**config.mk**
```make
export PLATFORM = sky130hd
export DESIGN_NAME = epi_dev_flat
export DESIGN_NICKNAME = d
export VERILOG_FILES = /design/src/epi_pkg.sv /design/src/epi_if.sv /design/src/epi_dev.sv /design/src/flat_wrapper.sv
export SDC_FILE = /design/constraint.sdc
export NUM_CORES = 1
export LEC_CHECK = 0
export ABC_AREA = 0
export BUFFER_PORTS_ARGS = -buffer_cell sky130_fd_sc_hd__clkbuf_2
export CAP_MARGIN = 20
export CELL_PAD_IN_SITES_DETAIL_PLACEMENT = 1
export CELL_PAD_IN_SITES_GLOBAL_PLACEMENT = 1
export CORE_UTILIZATION = 25
export DETAILED_ROUTE_END_ITERATION = 6
export PLACE_DENSITY_LB_ADDON = 0.1
export SYNTH_ARGS = -nofsm -noshare
export SYNTH_HDL_FRONTEND = slang
export SYNTH_SLANG_ARGS = --single-unit
```
**constraint.sdc**
```tcl
create_clock -name ref_clk -period 4.2 [get_ports ref_clk]
set_input_delay 0.84 -clock ref_clk [delete_from_list [all_inputs] [get_ports ref_clk]]
set_output_delay 0.84 -clock ref_clk [all_outputs]
set_load 0.02 [all_outputs]
```
**src/epi_pkg.sv**
```systemverilog
// Shared constants for both ends of the serial EEPROM pin link.
package epi_pkg;
   // ==========================================================
   // Data and timing
   // ==========================================================
   localparam int          EPI_BYTE_W    = 8;
   localparam int          EPI_CNT_W     = 3;
   localparam int          EPI_CLK_HZ    = 40000000;
   // Serial clock half period made by the host, in ns.
   localparam int          EPI_SCK_HALF_NS = 200;
   localparam int          EPI_SCK_HALF  =
      (EPI_SCK_HALF_NS * (EPI_CLK_HZ / 1000000) + 999) / 1000;
   localparam logic [7:0]  EPI_HALF_CYC  = 8'(EPI_SCK_HALF);
   localparam logic [2:0]  EPI_LAST_BIT  = 3'h7;
   // Reset values of the pins and user ports.
   localparam logic        EPI_PIN_IDLE  = 1'b1;
   localparam logic [7:0]  EPI_BYTE_RST  = 8'h00;
   // Host sequencer states.
   typedef enum logic [2:0] {
      EPI_H_IDLE, EPI_H_LEAD, EPI_H_LOW, EPI_H_HIGH, EPI_H_NEXT,
      EPI_H_TAIL
   } epi_hstate_e;
endpackage

```
**src/epi_if.sv**
```systemverilog
// Pin-level link between the serial master and the EEPROM end.
`timescale 1ns/1ps
interface epi_if;
   logic cs_n;      // Chip select, low selects.
   logic sck;       // Serial clock from the master.
   logic sdi;       // Data toward the device.
   logic hold_n;    // Pause request, low pauses.
   logic wp_n;      // Write protect, low protects.
   logic sdo_o;     // Device output value.
   logic sdo_oe;    // Device output enable, high drives.
   logic sdo;       // Resolved wire, pulled high when undriven.
   assign sdo = sdo_oe ? sdo_o : 1'b1;
   modport dev  (input cs_n, sck, sdi, hold_n, wp_n,
                 output sdo_o, sdo_oe);
   modport host (output cs_n, sck, sdi, hold_n, wp_n, input sdo);
endinterface

```
**src/epi_dev.sv**
```systemverilog
// EEPROM end of the serial pin link, sampled on the device clock.
`timescale 1ns/1ps
module epi_dev
   import epi_pkg::*;
(
   // Clock and reset
   input  wire logic                      ref_clk,
   input  wire logic                      rst_n,
   // Link pins
   epi_if.dev                             pins,
   // Received byte stream
   output logic [epi_pkg::EPI_BYTE_W-1:0] rx_data,
   output logic                           rx_valid,
   input  wire logic                      rx_ready,
   output logic                           rx_overrun,
   // Byte stream to shift out
   input  wire logic [epi_pkg::EPI_BYTE_W-1:0] tx_data,
   input  wire logic                      tx_valid,
   output logic                           tx_ready,
   // Rest of the device
   input  wire logic                      write_armed,
   input  wire logic                      write_busy,
   input  wire logic                      status_protect_enable,
   output logic                           write_start,
   output logic                           status_write_ok,
   output logic                           standby,
   output logic                           paused
);
   import epi_pkg::*;

   // ==========================================================
   // Pin synchronisers
   // ==========================================================
   logic [4:0] meta_q, sync_q;
   logic       sck_prev_q, cs_prev_q, hold_prev_q;
   logic       cs_s, sck_s, sdi_s, hold_s, wp_s;
   assign {cs_s, sck_s, sdi_s, hold_s, wp_s} = sync_q;

   // Two flip-flops on every pin before any logic reads it.
   always_ff @(posedge ref_clk or negedge rst_n) begin
      if (!rst_n) begin
         // Select resets low: a pin held low from power-up gives no fall.
         meta_q <= 5'h03;
         sync_q <= 5'h03;
      end else begin
         meta_q <= {pins.cs_n, pins.sck, pins.sdi, pins.hold_n,
                    pins.wp_n};
         sync_q <= meta_q;
      end
   end

   // Delayed copies for edge detection.
   always_ff @(posedge ref_clk or negedge rst_n) begin
      if (!rst_n) begin
         sck_prev_q  <= 1'b0;
         cs_prev_q   <= 1'b0;
         hold_prev_q <= EPI_PIN_IDLE;
      end else begin
         sck_prev_q  <= sck_s;
         cs_prev_q   <= cs_s;
         hold_prev_q <= hold_s;
      end
   end

   logic cs_fall, cs_rise, sck_rise, sck_fall, hold_rise;
   assign cs_fall   = cs_prev_q & ~cs_s;
   assign cs_rise   = ~cs_prev_q & cs_s;
   assign sck_rise  = ~sck_prev_q & sck_s;
   assign sck_fall  = sck_prev_q & ~sck_s;
   assign hold_rise = ~hold_prev_q & hold_s;

   // ==========================================================
   // Selection and pause
   // ==========================================================
   logic active_q, paused_q, live;
   assign live = active_q & ~paused_q;

   // A select fall arms the link; a select rise drops it.
   always_ff @(posedge ref_clk or negedge rst_n) begin
      if (!rst_n) begin
         active_q <= 1'b0;
      end else if (cs_s) begin
         active_q <= 1'b0;
      end else if (cs_fall) begin
         active_q <= 1'b1;
      end
   end

   // Pause tracking; sequence state is left untouched meanwhile.
   always_ff @(posedge ref_clk or negedge rst_n) begin
      if (!rst_n) begin
         paused_q <= 1'b0;
      end else if (!active_q) begin
         paused_q <= 1'b0;
      end else if (!paused_q) begin
         // A hold that falls with clock high waits for the fall.
         if (!hold_s && !sck_s) begin
            paused_q <= 1'b1;
         end
      end else if (hold_rise && !sck_s) begin
         paused_q <= 1'b0;
      end
   end

   // ==========================================================
   // Receive shifter
   // ==========================================================
   logic [EPI_CNT_W-1:0]  bit_q;
   logic [EPI_BYTE_W-1:0] rx_sh_q, rx_word;
   logic                  rx_push;
   assign rx_word = {rx_sh_q[EPI_BYTE_W-2:0], sdi_s};
   assign rx_push = live & sck_rise & (bit_q == EPI_LAST_BIT);

   // Bits enter MSB first on each clock rise, counter cleared on select.
   always_ff @(posedge ref_clk or negedge rst_n) begin
      if (!rst_n) begin
         bit_q   <= '0;
         rx_sh_q <= EPI_BYTE_RST;
      end else if (!active_q) begin
         bit_q   <= '0;
      end else if (live && sck_rise) begin
         rx_sh_q <= rx_word;
         bit_q   <= bit_q + 1'b1;
      end
   end

   // ==========================================================
   // Two-entry receive buffer
   // ==========================================================
   logic [EPI_BYTE_W-1:0] head_q, skid_q;
   logic                  head_v_q, skid_v_q, pop;
   assign pop = head_v_q & rx_ready;

   // The head register feeds the port; the skid catches a stalled word.
   always_ff @(posedge ref_clk or negedge rst_n) begin
      if (!rst_n) begin
         head_q     <= EPI_BYTE_RST;
         skid_q     <= EPI_BYTE_RST;
         head_v_q   <= 1'b0;
         skid_v_q   <= 1'b0;
         rx_overrun <= 1'b0;
      end else begin
         rx_overrun <= rx_push & skid_v_q & ~pop;
         if (pop) begin
            head_v_q <= skid_v_q | rx_push;
            head_q   <= skid_v_q ? skid_q : rx_word;
            skid_v_q <= skid_v_q & rx_push;
            if (rx_push) begin
               skid_q <= rx_word;
            end
         end else if (rx_push) begin
            if (!head_v_q) begin
               head_q   <= rx_word;
               head_v_q <= 1'b1;
            end else if (!skid_v_q) begin
               skid_q   <= rx_word;
               skid_v_q <= 1'b1;
            end
         end
      end
   end
   assign rx_data  = head_q;
   assign rx_valid = head_v_q;

   // ==========================================================
   // Transmit path
   // ==========================================================
   logic [EPI_BYTE_W-1:0] tx_hold_q, tx_sh_q;
   logic                  tx_full_q, tx_on_q, tx_take, tx_load;
   assign tx_take = tx_valid & tx_ready;
   assign tx_load = live & sck_fall & (bit_q == '0) & tx_full_q;

   // One-word holding register toward the shifter.
   always_ff @(posedge ref_clk or negedge rst_n) begin
      if (!rst_n) begin
         tx_hold_q <= EPI_BYTE_RST;
         tx_full_q <= 1'b0;
         tx_ready  <= 1'b0;
      end else begin
         if (tx_take) begin
            tx_hold_q <= tx_data;
         end
         tx_full_q <= (tx_full_q & ~tx_load) | tx_take;
         tx_ready  <= ~((tx_full_q & ~tx_load) | tx_take);
      end
   end

   // Output changes only after a clock fall, first bit at byte start.
   always_ff @(posedge ref_clk or negedge rst_n) begin
      if (!rst_n) begin
         tx_sh_q <= EPI_BYTE_RST;
         tx_on_q <= 1'b0;
      end else if (!active_q) begin
         tx_on_q <= 1'b0;
      end else if (live && sck_fall) begin
         if (bit_q == '0) begin
            tx_sh_q <= tx_hold_q;
            tx_on_q <= tx_full_q;
         end else begin
            tx_sh_q <= {tx_sh_q[EPI_BYTE_W-2:0], 1'b0};
         end
      end
   end

   // Pin output and its enable.
   always_ff @(posedge ref_clk or negedge rst_n) begin
      if (!rst_n) begin
         pins.sdo_o  <= EPI_PIN_IDLE;
         pins.sdo_oe <= 1'b0;
      end else begin
         pins.sdo_o  <= tx_sh_q[EPI_BYTE_W-1];
         // Deselect, hold and pause all release the line.
         pins.sdo_oe <= tx_on_q & ~cs_s & hold_s & live;
      end
   end

   // ==========================================================
   // Write launch and protection
   // ==========================================================
   // Select rising after a complete write sequence launches it.
   always_ff @(posedge ref_clk or negedge rst_n) begin
      if (!rst_n) begin
         write_start <= 1'b0;
      end else begin
         write_start <= cs_rise & active_q & write_armed & ~write_busy;
      end
   end

   // Frozen while a write runs so the pin cannot disturb it.
   always_ff @(posedge ref_clk or negedge rst_n) begin
      if (!rst_n) begin
         status_write_ok <= 1'b1;
      end else if (!write_busy && !write_start) begin
         status_write_ok <= ~status_protect_enable | wp_s;
      end
   end

   // Standby waits for a running program cycle to end and is left
   // by a select fall seen after power-up, or by write_busy going high.
   always_ff @(posedge ref_clk or negedge rst_n) begin
      if (!rst_n) begin
         standby <= 1'b1;
         paused  <= 1'b0;
      end else begin
         standby <= ~active_q & ~write_busy;
         paused  <= paused_q;
      end
   end
endmodule // epi_dev

```
**src/flat_wrapper.sv**
```systemverilog
// flat-port wrapper written by rule: the top's interface ports become plain ports
module epi_dev_flat import epi_pkg::*;
  (ref_clk, rst_n, rx_data, rx_valid, rx_ready, rx_overrun, tx_data, tx_valid, tx_ready, write_armed, write_busy, status_protect_enable, write_start, status_write_ok, standby, paused, pins_cs_n, pins_sck, pins_sdi, pins_hold_n, pins_wp_n, pins_sdo_o, pins_sdo_oe);
  epi_if pins_i ();
  input  wire logic ref_clk;
  input  wire logic rst_n;
  output logic [epi_pkg::EPI_BYTE_W-1:0] rx_data;
  output logic rx_valid;
  input  wire logic rx_ready;
  output logic rx_overrun;
  input  wire logic [epi_pkg::EPI_BYTE_W-1:0] tx_data;
  input  wire logic tx_valid;
  output logic tx_ready;
  input  wire logic write_armed;
  input  wire logic write_busy;
  input  wire logic status_protect_enable;
  output logic write_start;
  output logic status_write_ok;
  output logic standby;
  output logic paused;
  input wire logic [$bits(pins_i.cs_n)-1:0] pins_cs_n;
  input wire logic [$bits(pins_i.sck)-1:0] pins_sck;
  input wire logic [$bits(pins_i.sdi)-1:0] pins_sdi;
  input wire logic [$bits(pins_i.hold_n)-1:0] pins_hold_n;
  input wire logic [$bits(pins_i.wp_n)-1:0] pins_wp_n;
  output wire logic [$bits(pins_i.sdo_o)-1:0] pins_sdo_o;
  output wire logic [$bits(pins_i.sdo_oe)-1:0] pins_sdo_oe;
  assign pins_i.cs_n = pins_cs_n;
  assign pins_i.sck = pins_sck;
  assign pins_i.sdi = pins_sdi;
  assign pins_i.hold_n = pins_hold_n;
  assign pins_i.wp_n = pins_wp_n;
  assign pins_sdo_o = pins_i.sdo_o;
  assign pins_sdo_oe = pins_i.sdo_oe;
  epi_dev u_core (.ref_clk(ref_clk), .rst_n(rst_n), .pins(pins_i), .rx_data(rx_data), .rx_valid(rx_valid), .rx_ready(rx_ready), .rx_overrun(rx_overrun), .tx_data(tx_data), .tx_valid(tx_valid), .tx_ready(tx_ready), .write_armed(write_armed), .write_busy(write_busy), .status_protect_enable(status_protect_enable), .write_start(write_start), .status_write_ok(status_write_ok), .standby(standby), .paused(paused));
endmodule
```
==> run_results.csv <==
group,metric,value,unit
timing,setup_viol,0,
timing,drv_slew,0,
cts,cts_inserted_buffers,9,
grt,grt_max_degree,42,
cts,htreeDepth,3,
critical_path,worstPathCellList,"clkbuf_2",
yosys,seq_area_frac_synth,64.1,%
critical_path,path_depth,1,
timing,finClkSkew,0.00946,ns
cells_and_area,diodes,0,
cts,worstSkewPairLatency,0.34,ns
yosys,synth_most_common_cell,"dfrtp_1",
critical_path,start_kind,"flip-flop",
min_path,min_path_cells,0,
min_path,hp-class,"reg2reg",
die,dieArea,11300,µm²
critical_path,worstPathArrival,1.05,ns
die,fp.dieW,106,µm
cells_and_area,finalNetCount,271,
timing,worst_slack,2.31,ns
critical_path,cp_num_buf_inv,1,
critical_path,path_delay_family,"flip-flops",
job,maxCapViolations,0,
yosys,netlist_instances,206,
cts,cts_buffer_depth,2,
cts,cts_tree,"built",
grt,overflow,0,
cts,clkSlewWorstSetupHoldPaths,0.08,ns
critical_path,rr_worst_depth,3,
place,port_buffers,36,
drt,wirelength,5310,µm
timing,fin_crit,1.89,ns
grt,gr-usage-all-layers,10.9,%
timing,rsz0062_at_grt,"no",
timing,fmax,530,MHz
drt,vias,1631,
cts,postCtsHoldBufs,0,
drt,wl_per_cell,13.7,µm
drt,drc,0,
cells_and_area,post_route_cells_drive_above_1_share,38.3,%
drt,postRouteAntennaNets,0,
critical_path,path_max_fanout,8,
drt,drt_iter0_markers,23,
cells_and_area,regArea,1740,µm²
die,die_y,106,µm
die,start_util,26.0,%
cells_and_area,syn_to_final_growth,18.3,%
yosys,synth_nets,229,
die,io_pins,37,
outcome,status,"finished clean",
cells_and_area,fin_util,30.8,%
critical_path,critical_path_class,"reg2out",
timing,finalSetupTns,0,ns
place,dpl_cell_area,3010,µm²
yosys,ys_types,36,
cells_and_area,multi_input_area,901,µm²
yosys,syn_avg_cell_area,13.2,µm²
cts,root_buffer,"clkbuf_8",
timing,worstMarginPinSlew,0.941,ns
die,rows,37,
cts,numClockSinks,69,
grt,grt_pass1_wl,9290,µm
drt,viasPerCell,4.19,
place,hpwl,3520,µm
power_and_ir_drop,power.leakage,1.50,nW
critical_path,max_stage_delay,0.49,ns
cts,cts_resized,0,
timing,hold_violations,0,
yosys,synth_top_area_share,56.3,%
timing,slew_headroom,37.3,%
critical_path,cp_slowest_cell,"dfrtp_1",
drt,dr.pass1.iters,4,
grt,grt_pass1_vias,1785,
yosys,synth_common_cells,"dfrtp_1, nand2_1, nor2_1",
power_and_ir_drop,powerDensity,507,nW/µm²
power_and_ir_drop,ir_drop,0.000145,V
yosys,synth_area,2710,µm²
yosys,synth_area_leader_cell,"dfrtp_1",
yosys,synth-seq-cells,69,
yosys,synth_edf_count,0,
timing,period_share,44.9,%
place,gp_congestion,0.607,
die,core_area,10400,µm²
cells_and_area,fill_cells,1166,
critical_path,crit_required,3.36,ns
cts,post-cts-setup-buffers,0,
yosys,synth_ff_type,"dfrtp_1",
place,dp_slack,2.12,ns
cells_and_area,design_area,3210,µm²
yosys,yosysWarnings,0,
yosys,synthTopCellsByArea,"dfrtp_1, dfstp_2, mux2_4",
grt,grt_antenna_before_repair,0,
yosys,synthArstFlopShare,100,%
critical_path,end_kind,"output pin",
## final cells by class
class	count	area share [%]
Clock inverter	6	1.48
Multi-Input combinational cell	125	28.1
Clock buffer	10	4.29
Inverter	5	0.585
Tap cell	136	5.31
Timing Repair Buffer	38	6.09
Sequential cell	69	54.2
## placed cells by master, fill, tap and decap left out, drive strengths merged
cell / Yosys / final
a21oi: 7 / 7
and4bb: 2 / 2
nand4bb: 1 / 1
inv: 5 / 6
o22a: 1 / 1
nand2b: 1 / 1
mux2i: 8 / 8
nor3b: 1 / 1
nand3: 3 / 3
nand2: 29 / 29
nand4b: 2 / 2
dfstp: 8 / 8
clkinvlp: 0 / 4
a21boi: 2 / 2
ha: 3 / 3
o21ai: 7 / 7
nor2: 15 / 15
xnor2: 1 / 1
a21bo: 1 / 1
and4: 1 / 1
mux2: 16 / 16
dfrtp: 61 / 61
o21a: 1 / 1
a31oi: 1 / 1
o221a: 8 / 8
and2: 2 / 2
a22o: 1 / 1
clkinv: 0 / 1
and3: 1 / 1
clkbuf: 1 / 45
buf: 6 / 3
or2: 8 / 8
nor2b: 2 / 2
## cell families after synthesis
logic type / Yosys count / share of synthesized area, %
simple gates: 68 / 12.7
xor+xnor: 1 / 0.323
buf+inv: 12 / 2.68
fa+ha+maj: 3 / 1.39
flops: 69 / 64.1
compound gates: 29 / 8.13
mux: 24 / 10.7
## power by group
| part | switching, mW | internal, mW | leakage (nW) |
|---|---|---|---|
| sequential | 0.0800 | 0.794 | 0.849 |
| clock | 0.267 | 0.233 | 0.0811 |
| combinational | 0.124 | 0.125 | 0.570 |
## metal layers
metal	routed length, µm	vias to the layer above	global-route usage, %	share of wire (%)
met1	2620	807	14.2	49
met3	189	6	3.43	3.6
met5	0	-	0	0
met4	76	0	5.36	1.4
met2	2430	26	16.1	46
li1	-	792	-	-
## metrics by stage
stage                     power (mW)  hold slack (ns)  instances
after floorplan                 1.05            0.331        206
after global placement          1.14            0.333        372
after detailed placement        1.15            0.336        372
after CTS                       1.67            0.353        388
after global routing            1.74            0.358        389
final                           1.62            0.349        389
## flip-flops by register name, summed over array words and instances, names as in the netlist, 3 cells and up
register          count
u_core.meta_q         5
u_core.skid_q         8
u_core.tx_sh_q        8
u_core.rx_sh_q        7
u_core.sync_q         5
u_core.tx_hold_q      8
u_core.bit_q          3
u_core.rx_data        8
## path summary, 6_finish.rpt
check | startpoint | end | slack (ns)
max | u_core.rx_valid$_DFFE_PN0P_ | rx_valid | 2.31
min | u_core.meta_q[2]$_DFF_PN0_ | u_core.sync_q[2]$_DFF_PN0_ | 0.35
max reg2reg | u_core.active_q$_DFFE_PN0P_ | u_core.rx_data[7]$_DFFE_PN0P_ | 2.36
min reg2reg | u_core.meta_q[2]$_DFF_PN0_ | u_core.sync_q[2]$_DFF_PN0_ | 0.35
max in group asynchronous | rst_n | u_core.standby$_DFF_PN1_ | 2.60
min in group asynchronous | rst_n | u_core.meta_q[2]$_DFF_PN0_ | 0.64
Power figures use the tool's default switching activity.
